===== config.mk =====
export PLATFORM = sky130hd
export DESIGN_NAME = tlb_ctl
export DESIGN_NICKNAME = d
export VERILOG_FILES = /design/src/rtl/tlb_ctl_pkg.sv /design/src/rtl/random_index.sv /design/src/rtl/tlb_ctl.sv
export SDC_FILE = /design/constraint.sdc
export NUM_CORES = 1
export LEC_CHECK = 0
export BUFFER_PORTS_ARGS = -buffer_cell sky130_fd_sc_hd__buf_2
export CAP_MARGIN = 20
export CORE_UTILIZATION = 47
export DETAILED_ROUTE_END_ITERATION = 12
export MAX_ROUTING_LAYER = met4
export PLACE_DENSITY = 0.85
export SYNTH_ARGS = -nofsm -noshare
export SYNTH_HDL_FRONTEND = slang
export SYNTH_HIERARCHICAL = 1
export SYNTH_SLANG_ARGS = --single-unit

===== constraint.sdc =====
create_clock -name mclk -period 3.47 [get_ports mclk]
set_input_delay 0.5205 -clock mclk [delete_from_list [all_inputs] [get_ports mclk]]
set_output_delay 0.5205 -clock mclk [all_outputs]
set_load 0.01 [all_outputs]

===== src/rtl/tlb_ctl_pkg.sv =====
/*
 * Constants for the TLB inhibit-enable and wired-boundary control block:
 * coprocessor register numbers and selects, field positions, reset values
 * and exception codes.
 * Assumes the coprocessor register port of the core addresses registers
 * by a 5-bit number and a 3-bit select.
 */
package tlb_ctl_pkg;
    // coprocessor register numbers and selects
    localparam logic [4:0] INH_REG_NUM    = 5'h05;
    localparam logic [2:0] INH_REG_SEL    = 3'h1;
    localparam logic [4:0] WIRED_REG_NUM  = 5'h06;
    localparam logic [2:0] WIRED_REG_SEL  = 3'h0;
    localparam logic [4:0] RANDOM_REG_NUM = 5'h01;
    localparam logic [2:0] RANDOM_REG_SEL = 3'h0;
    localparam logic [4:0] CFG1_REG_NUM   = 5'h10;
    localparam logic [2:0] CFG1_REG_SEL   = 3'h1;

    // inhibit-enable register fields
    localparam int RIE_BIT = 31;
    localparam int XIE_BIT = 30;
    localparam int IEC_BIT = 27;
    localparam logic RIE_RST = 1'b0;
    localparam logic XIE_RST = 1'b0;
    localparam logic IEC_RST = 1'b0;

    // wired-boundary field
    localparam int WIRED_MSB = 4;
    localparam logic [4:0] WIRED_RST = 5'h00;

    // entry-low inhibit bit positions
    localparam int ENTRY_RI_BIT = 31;
    localparam int ENTRY_XI_BIT = 30;

    // config one: entry count minus one at bits 30:25
    localparam int CFG1_SIZE_LSB = 25;

    // exception codes
    localparam logic [4:0] TLB_LOAD_EXC_CODE = 5'h02;
    localparam logic [4:0] READ_INH_EXC_CODE = 5'h13;
    localparam logic [4:0] EXEC_INH_EXC_CODE = 5'h14;
endpackage


===== src/rtl/random_index.sv =====
/*
 * Random replacement index counter for the TLB. Decrements every cycle
 * between the top entry and the wired boundary, and wraps back to the top.
 * Assumes the wired boundary arrives from a register on the same clock.
 */
`timescale 1ns/100ps
module random_index #(
    parameter int IDX_W   = 5,
    parameter int ENTRIES = 32
) (
    // clock and reset
    input  wire logic             mclk,
    input  wire logic             rst_b,
    // control
    input  wire logic             reload,
    input  wire logic [IDX_W-1:0] wired,
    // state
    output logic      [IDX_W-1:0] index_ff
);
    localparam logic [IDX_W-1:0] TOP = IDX_W'(ENTRIES - 1);

    ////////////////////////////////////////////////////////////////////////
    always_ff @(posedge mclk or negedge rst_b) begin
        if (!rst_b) begin
            index_ff <= TOP;
        end else if (reload) begin
            index_ff <= TOP;
        end else if (index_ff <= wired || index_ff == '0) begin
            index_ff <= TOP;
        end else begin
            index_ff <= index_ff - 1'b1;
        end
    end
endmodule // random_index


===== src/rtl/tlb_ctl.sv =====
/*
 * Inhibit-enable and wired-boundary control registers of the MMU, with the
 * random replacement index, entry-low inhibit write filtering, inhibit
 * exception code selection and TLB write index selection.
 * Assumes a core-side coprocessor port: write strobe and read address
 * valid on one cycle, read data registered one cycle later.
 */
`timescale 1ns/100ps
//
// Contract
// - Read-inhibit enable (bit 31) lets entry-low read-inhibit work, else it is dropped.
// - Execute-inhibit enable (bit 30) lets entry-low execute-inhibit work, else dropped.
// - Code select (bit 27) gives inhibit faults their own codes, else the load code.
// - Bits 29-28 and 26-0 of the inhibit-enable register read as zero.
// - Random TLB writes never pick an entry below the wired boundary.
// - Indexed TLB writes may target any entry, wired ones included.
// - Reset clears the wired boundary to zero.
// - Any write to the wired boundary reloads the random index to its top.
// - The boundary is bits 4-0 and bits 31-5 read as zero.
// - Boundary N wires entries 0 to N-1 and leaves N and up random.
// - Boundary zero leaves every entry random.
// - The boundary field width follows the TLB size like the index register.
// - The entry count minus one is readable in the six-bit size field of config one.
module tlb_ctl #(
    parameter int ENTRIES = 32,
    parameter int IDX_W   = 5
) (
    // clock and reset
    input  wire logic             mclk,
    input  wire logic             rst_b,
    // coprocessor register access
    input  wire logic             cp_wr,
    input  wire logic             cp_rd,
    input  wire logic [4:0]       cp_num,
    input  wire logic [2:0]       cp_sel,
    input  wire logic [31:0]      cp_wdata,
    output logic      [31:0]      cp_rdata_ff,
    // entry-low write filtering
    input  wire logic             entry_wr,
    input  wire logic [31:0]      entry_wdata,
    output logic      [31:0]      entry_wdata_ff,
    output logic                  entry_wr_ff,
    // inhibit fault reporting
    input  wire logic             ri_fault,
    input  wire logic             xi_fault,
    output logic                  exc_valid_ff,
    output logic      [4:0]       exc_code_ff,
    // TLB write index
    input  wire logic             tlb_write_random_op,
    input  wire logic             tlb_write_indexed_op,
    input  wire logic [IDX_W-1:0] index_reg,
    output logic                  tlb_we_ff,
    output logic      [IDX_W-1:0] tlb_widx_ff,
    // state views
    output logic                  read_inhibit_enable_ff,
    output logic                  execute_inhibit_enable_ff,
    output logic      [IDX_W-1:0] wired_ff
);
    localparam logic [5:0] SIZE_M1 = 6'(ENTRIES - 1);

    logic             iec_ff;
    logic [IDX_W-1:0] random_idx;
    logic             wr_inh;
    logic             wr_wired;
    logic [31:0]      nxt_rdata;
    logic [31:0]      nxt_entry;

    assign wr_inh   = cp_wr && cp_num == tlb_ctl_pkg::INH_REG_NUM
                      && cp_sel == tlb_ctl_pkg::INH_REG_SEL;
    assign wr_wired = cp_wr && cp_num == tlb_ctl_pkg::WIRED_REG_NUM
                      && cp_sel == tlb_ctl_pkg::WIRED_REG_SEL;

    ////////////////////////////////////////////////////////////////////////
    // inhibit-enable register
    always_ff @(posedge mclk or negedge rst_b) begin
        if (!rst_b) begin
            read_inhibit_enable_ff    <= tlb_ctl_pkg::RIE_RST;
            execute_inhibit_enable_ff <= tlb_ctl_pkg::XIE_RST;
            iec_ff                    <= tlb_ctl_pkg::IEC_RST;
        end else if (wr_inh) begin
            read_inhibit_enable_ff    <= cp_wdata[tlb_ctl_pkg::RIE_BIT];
            execute_inhibit_enable_ff <= cp_wdata[tlb_ctl_pkg::XIE_BIT];
            iec_ff                    <= cp_wdata[tlb_ctl_pkg::IEC_BIT];
        end
    end

    ////////////////////////////////////////////////////////////////////////
    // wired boundary register
    always_ff @(posedge mclk or negedge rst_b) begin
        if (!rst_b) begin
            wired_ff <= IDX_W'(tlb_ctl_pkg::WIRED_RST);
        end else if (wr_wired) begin
            wired_ff <= cp_wdata[IDX_W-1:0];
        end
    end

    random_index #(
        .IDX_W   (IDX_W),
        .ENTRIES (ENTRIES)
    ) u_random (
        .mclk     (mclk),
        .rst_b    (rst_b),
        .reload   (wr_wired),
        .wired    (wired_ff),
        .index_ff (random_idx)
    );

    ////////////////////////////////////////////////////////////////////////
    // register read
    always_comb begin
        nxt_rdata = 32'h00000000;
        if (cp_num == tlb_ctl_pkg::INH_REG_NUM
            && cp_sel == tlb_ctl_pkg::INH_REG_SEL) begin
            // unimplemented bits stay zero
            nxt_rdata[tlb_ctl_pkg::RIE_BIT] = read_inhibit_enable_ff;
            nxt_rdata[tlb_ctl_pkg::XIE_BIT] = execute_inhibit_enable_ff;
            nxt_rdata[tlb_ctl_pkg::IEC_BIT] = iec_ff;
        end else if (cp_num == tlb_ctl_pkg::WIRED_REG_NUM
                     && cp_sel == tlb_ctl_pkg::WIRED_REG_SEL) begin
            nxt_rdata[IDX_W-1:0] = wired_ff;
        end else if (cp_num == tlb_ctl_pkg::RANDOM_REG_NUM
                     && cp_sel == tlb_ctl_pkg::RANDOM_REG_SEL) begin
            nxt_rdata[IDX_W-1:0] = random_idx;
        end else if (cp_num == tlb_ctl_pkg::CFG1_REG_NUM
                     && cp_sel == tlb_ctl_pkg::CFG1_REG_SEL) begin
            nxt_rdata[tlb_ctl_pkg::CFG1_SIZE_LSB +: 6] = SIZE_M1;
        end
    end

    always_ff @(posedge mclk or negedge rst_b) begin
        if (!rst_b) begin
            cp_rdata_ff <= 32'h00000000;
        end else if (cp_rd) begin
            cp_rdata_ff <= nxt_rdata;
        end
    end

    ////////////////////////////////////////////////////////////////////////
    // entry-low write filtering
    always_comb begin
        nxt_entry = entry_wdata;
        if (!read_inhibit_enable_ff) begin
            nxt_entry[tlb_ctl_pkg::ENTRY_RI_BIT] = 1'b0;
        end
        if (!execute_inhibit_enable_ff) begin
            nxt_entry[tlb_ctl_pkg::ENTRY_XI_BIT] = 1'b0;
        end
    end

    always_ff @(posedge mclk or negedge rst_b) begin
        if (!rst_b) begin
            entry_wdata_ff <= 32'h00000000;
            entry_wr_ff    <= 1'b0;
        end else begin
            entry_wr_ff <= entry_wr;
            if (entry_wr) begin
                entry_wdata_ff <= nxt_entry;
            end
        end
    end

    ////////////////////////////////////////////////////////////////////////
    // inhibit fault codes; read inhibit takes priority
    always_ff @(posedge mclk or negedge rst_b) begin
        if (!rst_b) begin
            exc_valid_ff <= 1'b0;
            exc_code_ff  <= 5'h00;
        end else begin
            exc_valid_ff <= (ri_fault && read_inhibit_enable_ff)
                            || (xi_fault && execute_inhibit_enable_ff);
            if (!iec_ff) begin
                exc_code_ff <= tlb_ctl_pkg::TLB_LOAD_EXC_CODE;
            end else if (ri_fault && read_inhibit_enable_ff) begin
                exc_code_ff <= tlb_ctl_pkg::READ_INH_EXC_CODE;
            end else begin
                exc_code_ff <= tlb_ctl_pkg::EXEC_INH_EXC_CODE;
            end
        end
    end

    ////////////////////////////////////////////////////////////////////////
    // TLB write index; indexed has priority when both arrive
    always_ff @(posedge mclk or negedge rst_b) begin
        if (!rst_b) begin
            tlb_we_ff   <= 1'b0;
            tlb_widx_ff <= '0;
        end else begin
            tlb_we_ff <= tlb_write_indexed_op || tlb_write_random_op;
            if (tlb_write_indexed_op) begin
                tlb_widx_ff <= index_reg;
            end else if (tlb_write_random_op) begin
                tlb_widx_ff <= random_idx;
            end
        end
    end
endmodule // tlb_ctl


==> results_tabular.tex <==
\begin{tabular}{lr}
\hline
Metric & Value \\
\hline
\multicolumn{2}{l}{\textbf{Outcome}} \\
\quad Run status & completed \\
\multicolumn{2}{l}{\textbf{Final layout}} \\
\quad Nets & 456 \\
\quad Antenna cells & 0 \\
\quad Relative area change from synthesis to final layout & 27.26\% \\
\quad Ratio of cells with drive above 1 in the final layout & 0.5257 \\
\multicolumn{2}{l}{\textbf{Global route}} \\
\quad Initial antenna violation count & 0 \\
\quad Number of global-route vias before repair & 2025 \\
\quad Global-route congestion overflow total & 0 \\
\quad Wire length of the first global-routing pass & 9197 um \\
\quad Pin count of the biggest net entering global routing & 40 \\
\quad GR Util All Layers & 0.1919 \\
\multicolumn{2}{l}{\textbf{Logic synthesis}} \\
\quad Commonest cells in the netlist & sky130\_fd\_sc\_hd\_\_dfrtp\_1 (61), sky130\_fd\_sc\_hd\_\_mux2\_2 (38), sky130\_fd\_sc\_hd\_\_buf\_4 (24) \\
\quad Synth cell types & 38 \\
\quad Yosys warnings & 6 \\
\quad Top\_reg\_cell synth & sky130\_fd\_sc\_hd\_\_dfrtp\_1 \\
\quad Sequential fraction of the synthesis area & 0.5549 \\
\quad FFs w/ async S/R, synth & 1.000 \\
\quad Cells after synthesis & 239 \\
\quad Library cell with the highest instance count after synthesis & sky130\_fd\_sc\_hd\_\_dfrtp\_1 \\
\quad Leading cell types by total area after synthesis & sky130\_fd\_sc\_hd\_\_dfrtp\_1 (51\%), sky130\_fd\_sc\_hd\_\_mux2\_2 (14\%), sky130\_fd\_sc\_hd\_\_buf\_4 (6.0\%) \\
\quad Mean instance size in the synthesized netlist & 12.50 sq um \\
\quad Syn Std Cell Area & 2988 sq um \\
\quad Share of the synthesized area in the top cell type & 0.5109 \\
\quad Post-synth EDFFs & 0 \\
\quad Number of register bits inferred by synthesis & 66 \\
\quad Cell type with the largest total area after synthesis & sky130\_fd\_sc\_hd\_\_dfrtp\_1 \\
\multicolumn{2}{l}{\textbf{Detailed routing}} \\
\quad Via count & 2191 \\
\quad Routed len/inst & 13.50 um \\
\quad Initial detailed-routing violation count & 35 \\
\quad Total Routed Length & 5994 um \\
\quad Vias per Instance & 4.935 \\
\quad First-pass DRT Iterations & 4 \\
\quad Detail Route Antenna Nets & 0 \\
\quad Remaining routing DRC violations & 0 \\
\multicolumn{2}{l}{\textbf{Floorplanning}} \\
\quad Std cell rows & 28 \\
\quad Vertical die dimension & 81.73 um \\
\quad Starting density of the core & 0.4958 \\
\quad Overall die area & 6680 sq um \\
\quad \# IOs & 170 \\
\quad Horiz. Die Dim & 81.73 um \\
\quad Core region area & 6026 sq um \\
\multicolumn{2}{l}{\textbf{Setup path}} \\
\quad Data required time at the worst endpoint & 3710 ps \\
\quad Critical path class & reg -> reg \\
\quad Critical Path Source Type & flip-flop \\
\quad Data arrival time of the critical path & 1920 ps \\
\quad Largest fanout of any net on the critical path & 5 \\
\quad Critical path capture point type & flip-flop \\
\multicolumn{2}{l}{\textbf{Clock network}} \\
\quad PostCTS Resize Cnt & 0 \\
\quad CTS tree & done \\
\quad Max clock buf depth & 2 \\
\quad Clock network latency to the later pin of the worst-skew pair & 340 ps \\
\quad Hold\_buf cts & 0 \\
\quad \# Post-CTS Setup Buffers & 0 \\
\quad Clock slew seen by the registers of the worst setup and hold paths & 70 ps \\
\quad Buffer type at the clock tree root & sky130\_fd\_sc\_hd\_\_clkbuf\_8 \\
\quad Sink Count & 66 \\
\quad H-tree depth & 3 \\
\quad Number of buffers added by the clock tree synthesis step & 9 \\
\multicolumn{2}{l}{\textbf{Timing}} \\
\quad Clock Skews & 5.653 ps \\
\quad Relative slew slack & 0.5239 \\
\quad Total setup violations reported at the end of the flow & 0 \\
\quad Hold violation count in the final report & 0 \\
\quad Slew at the pin closest to its max-slew limit & 714.2 ps \\
\quad Final clock period utilization by the worst path & 0.4839 \\
\quad Post-route setup TNS & 0 ps \\
\quad Tmin final & 1679 ps \\
\quad Worst Slack Setup Final & 1791 ps \\
\quad Timing-limited maximum frequency & 0.5956 GHz \\
\quad RSZ-0062 raised after global routing & false \\
\quad Number of slew-limit violations in the final report & 0 \\
\multicolumn{2}{l}{\textbf{Hold path}} \\
\quad Type of the tightest min-delay check & in -> async \\
\multicolumn{2}{l}{\textbf{Flow run}} \\
\quad Maximum capacitance violations & 0 \\
\multicolumn{2}{l}{\textbf{Place}} \\
\quad Number of I/O port buffers & 124 \\
\quad Setup Slack @ Placement & 1739 ps \\
\quad Final estimated routing congestion in global placement & 0.8017 \\
\quad DP Wirelength & 4622 um \\
\multicolumn{2}{l}{\textbf{Pwr}} \\
\quad Cell Pwr Density & 541.2 nW/um\^{}2 \\
\quad Leak & 0.001985 uW \\
\quad Maximum vdd ir drop & 329.9 uV \\
\hline
\end{tabular}
[per-layer routing]
layer  wire [um]  vias up  share of wire  track usage
met5           0        -              0            -
li1            -     1035              -            -
met4         150        0          0.025      0.09649
met3         489       16          0.082      0.05444
met2        2933      101           0.49       0.3025
met1        2421     1039           0.40       0.2239
[area by class of cell]
type                            count  area (sq um)
Fill cell                         478          2223
Clock buffer                       10         137.6
Tap cell                           75         93.84
Clock inverter                      6         90.09
Timing Repair Buffer              125         628.1
Inverter                           18         67.56
Sequential cell                    66          1658
Multi-Input combinational cell    144          1127
[registers in the layout (all words and copies together), names as in the netlist]
signal / cells
entry_wr_ff: 1
exc_code_ff: 4
read_inhibit_enable_ff: 1
wired_ff: 5
tlb_we_ff: 1
tlb_widx_ff: 5
cp_rdata_ff: 9
execute_inhibit_enable_ff: 1
entry_wdata_ff: 32
iec_ff: 1
u_random/index_ff: 5
exc_valid_ff: 1
[worst paths after layout]
path / startpoint / slack, ps / endpoint / cells after the start
min in group mclk: xi_fault / 370 / exc_valid_ff / 3
setup reg to reg: u_random/index_ff[4] / 1790 / u_random/index_ff[2] / 4
hold / removal: rst_b / 180 / tlb_widx_ff[1] / 1
hold reg to reg: iec_ff / 460 / exc_code_ff[4] / 0
setup / recovery: u_random/index_ff[4] / 1790 / u_random/index_ff[2] / 4
max in group asynchronous: rst_b / 2360 / u_random/index_ff[3] / 2
[cell families after synthesis]
family,synth area share
other,0.001255
AOI/OAI and AO/OA,0.04272
buffers and inverters,0.09296
xor gates and xnor gates,0.002932
muxes,0.1633
and+or+nand+nor,0.1168
adders and majority gates,0.02512
DFF,0.5549
[where the power goes]
group | internal, uW | switching, uW
Combinational | 184 | 208
Sequential | 878 | 77.1
Clock | 425 | 287
Total | 1490 | 572
[through the flow]
step                      cell area, sq um  total power [uW]  cells  utilization  hold WS [ps]
after floorplan                       3063              1209    259            -         224.9
after global placement                3575              1343    428       0.5932         428.2
after detailed placement              3575              1365    428       0.5932         442.8
after CTS                             3802              2081    444       0.6310         194.5
after global routing                  3802              2184    444       0.6310         221.4
final                                 3802              2058    444       0.6310         178.7
[placed cells by master (no fill, tap or decap), drive strengths merged, types with 6 or more instances in the layout]
| master | Yosys | routed |
|---|---|---|
| o21ai | 8 | 8 |
| nand3 | 7 | 7 |
| buf | 27 | 125 |
| nand4 | 11 | 11 |
| dfrtp | 61 | 61 |
| mux2i | 6 | 6 |
| nand2b | 7 | 7 |
| clkbuf | 4 | 10 |
| ha | 6 | 6 |
| nand2 | 11 | 11 |
| inv | 18 | 18 |
| mux2 | 38 | 38 |
| conb | 1 | 21 |
[worst max-delay path, stage by stage (launching register included)]
cell	delay, ps
sky130_fd_sc_hd__dfstp_2	580
sky130_fd_sc_hd__ha_1	280
sky130_fd_sc_hd__and4_4	200
sky130_fd_sc_hd__a211oi_2	380
sky130_fd_sc_hd__nand4_1	140
Note: power is estimated with default switching activity, not from simulation.
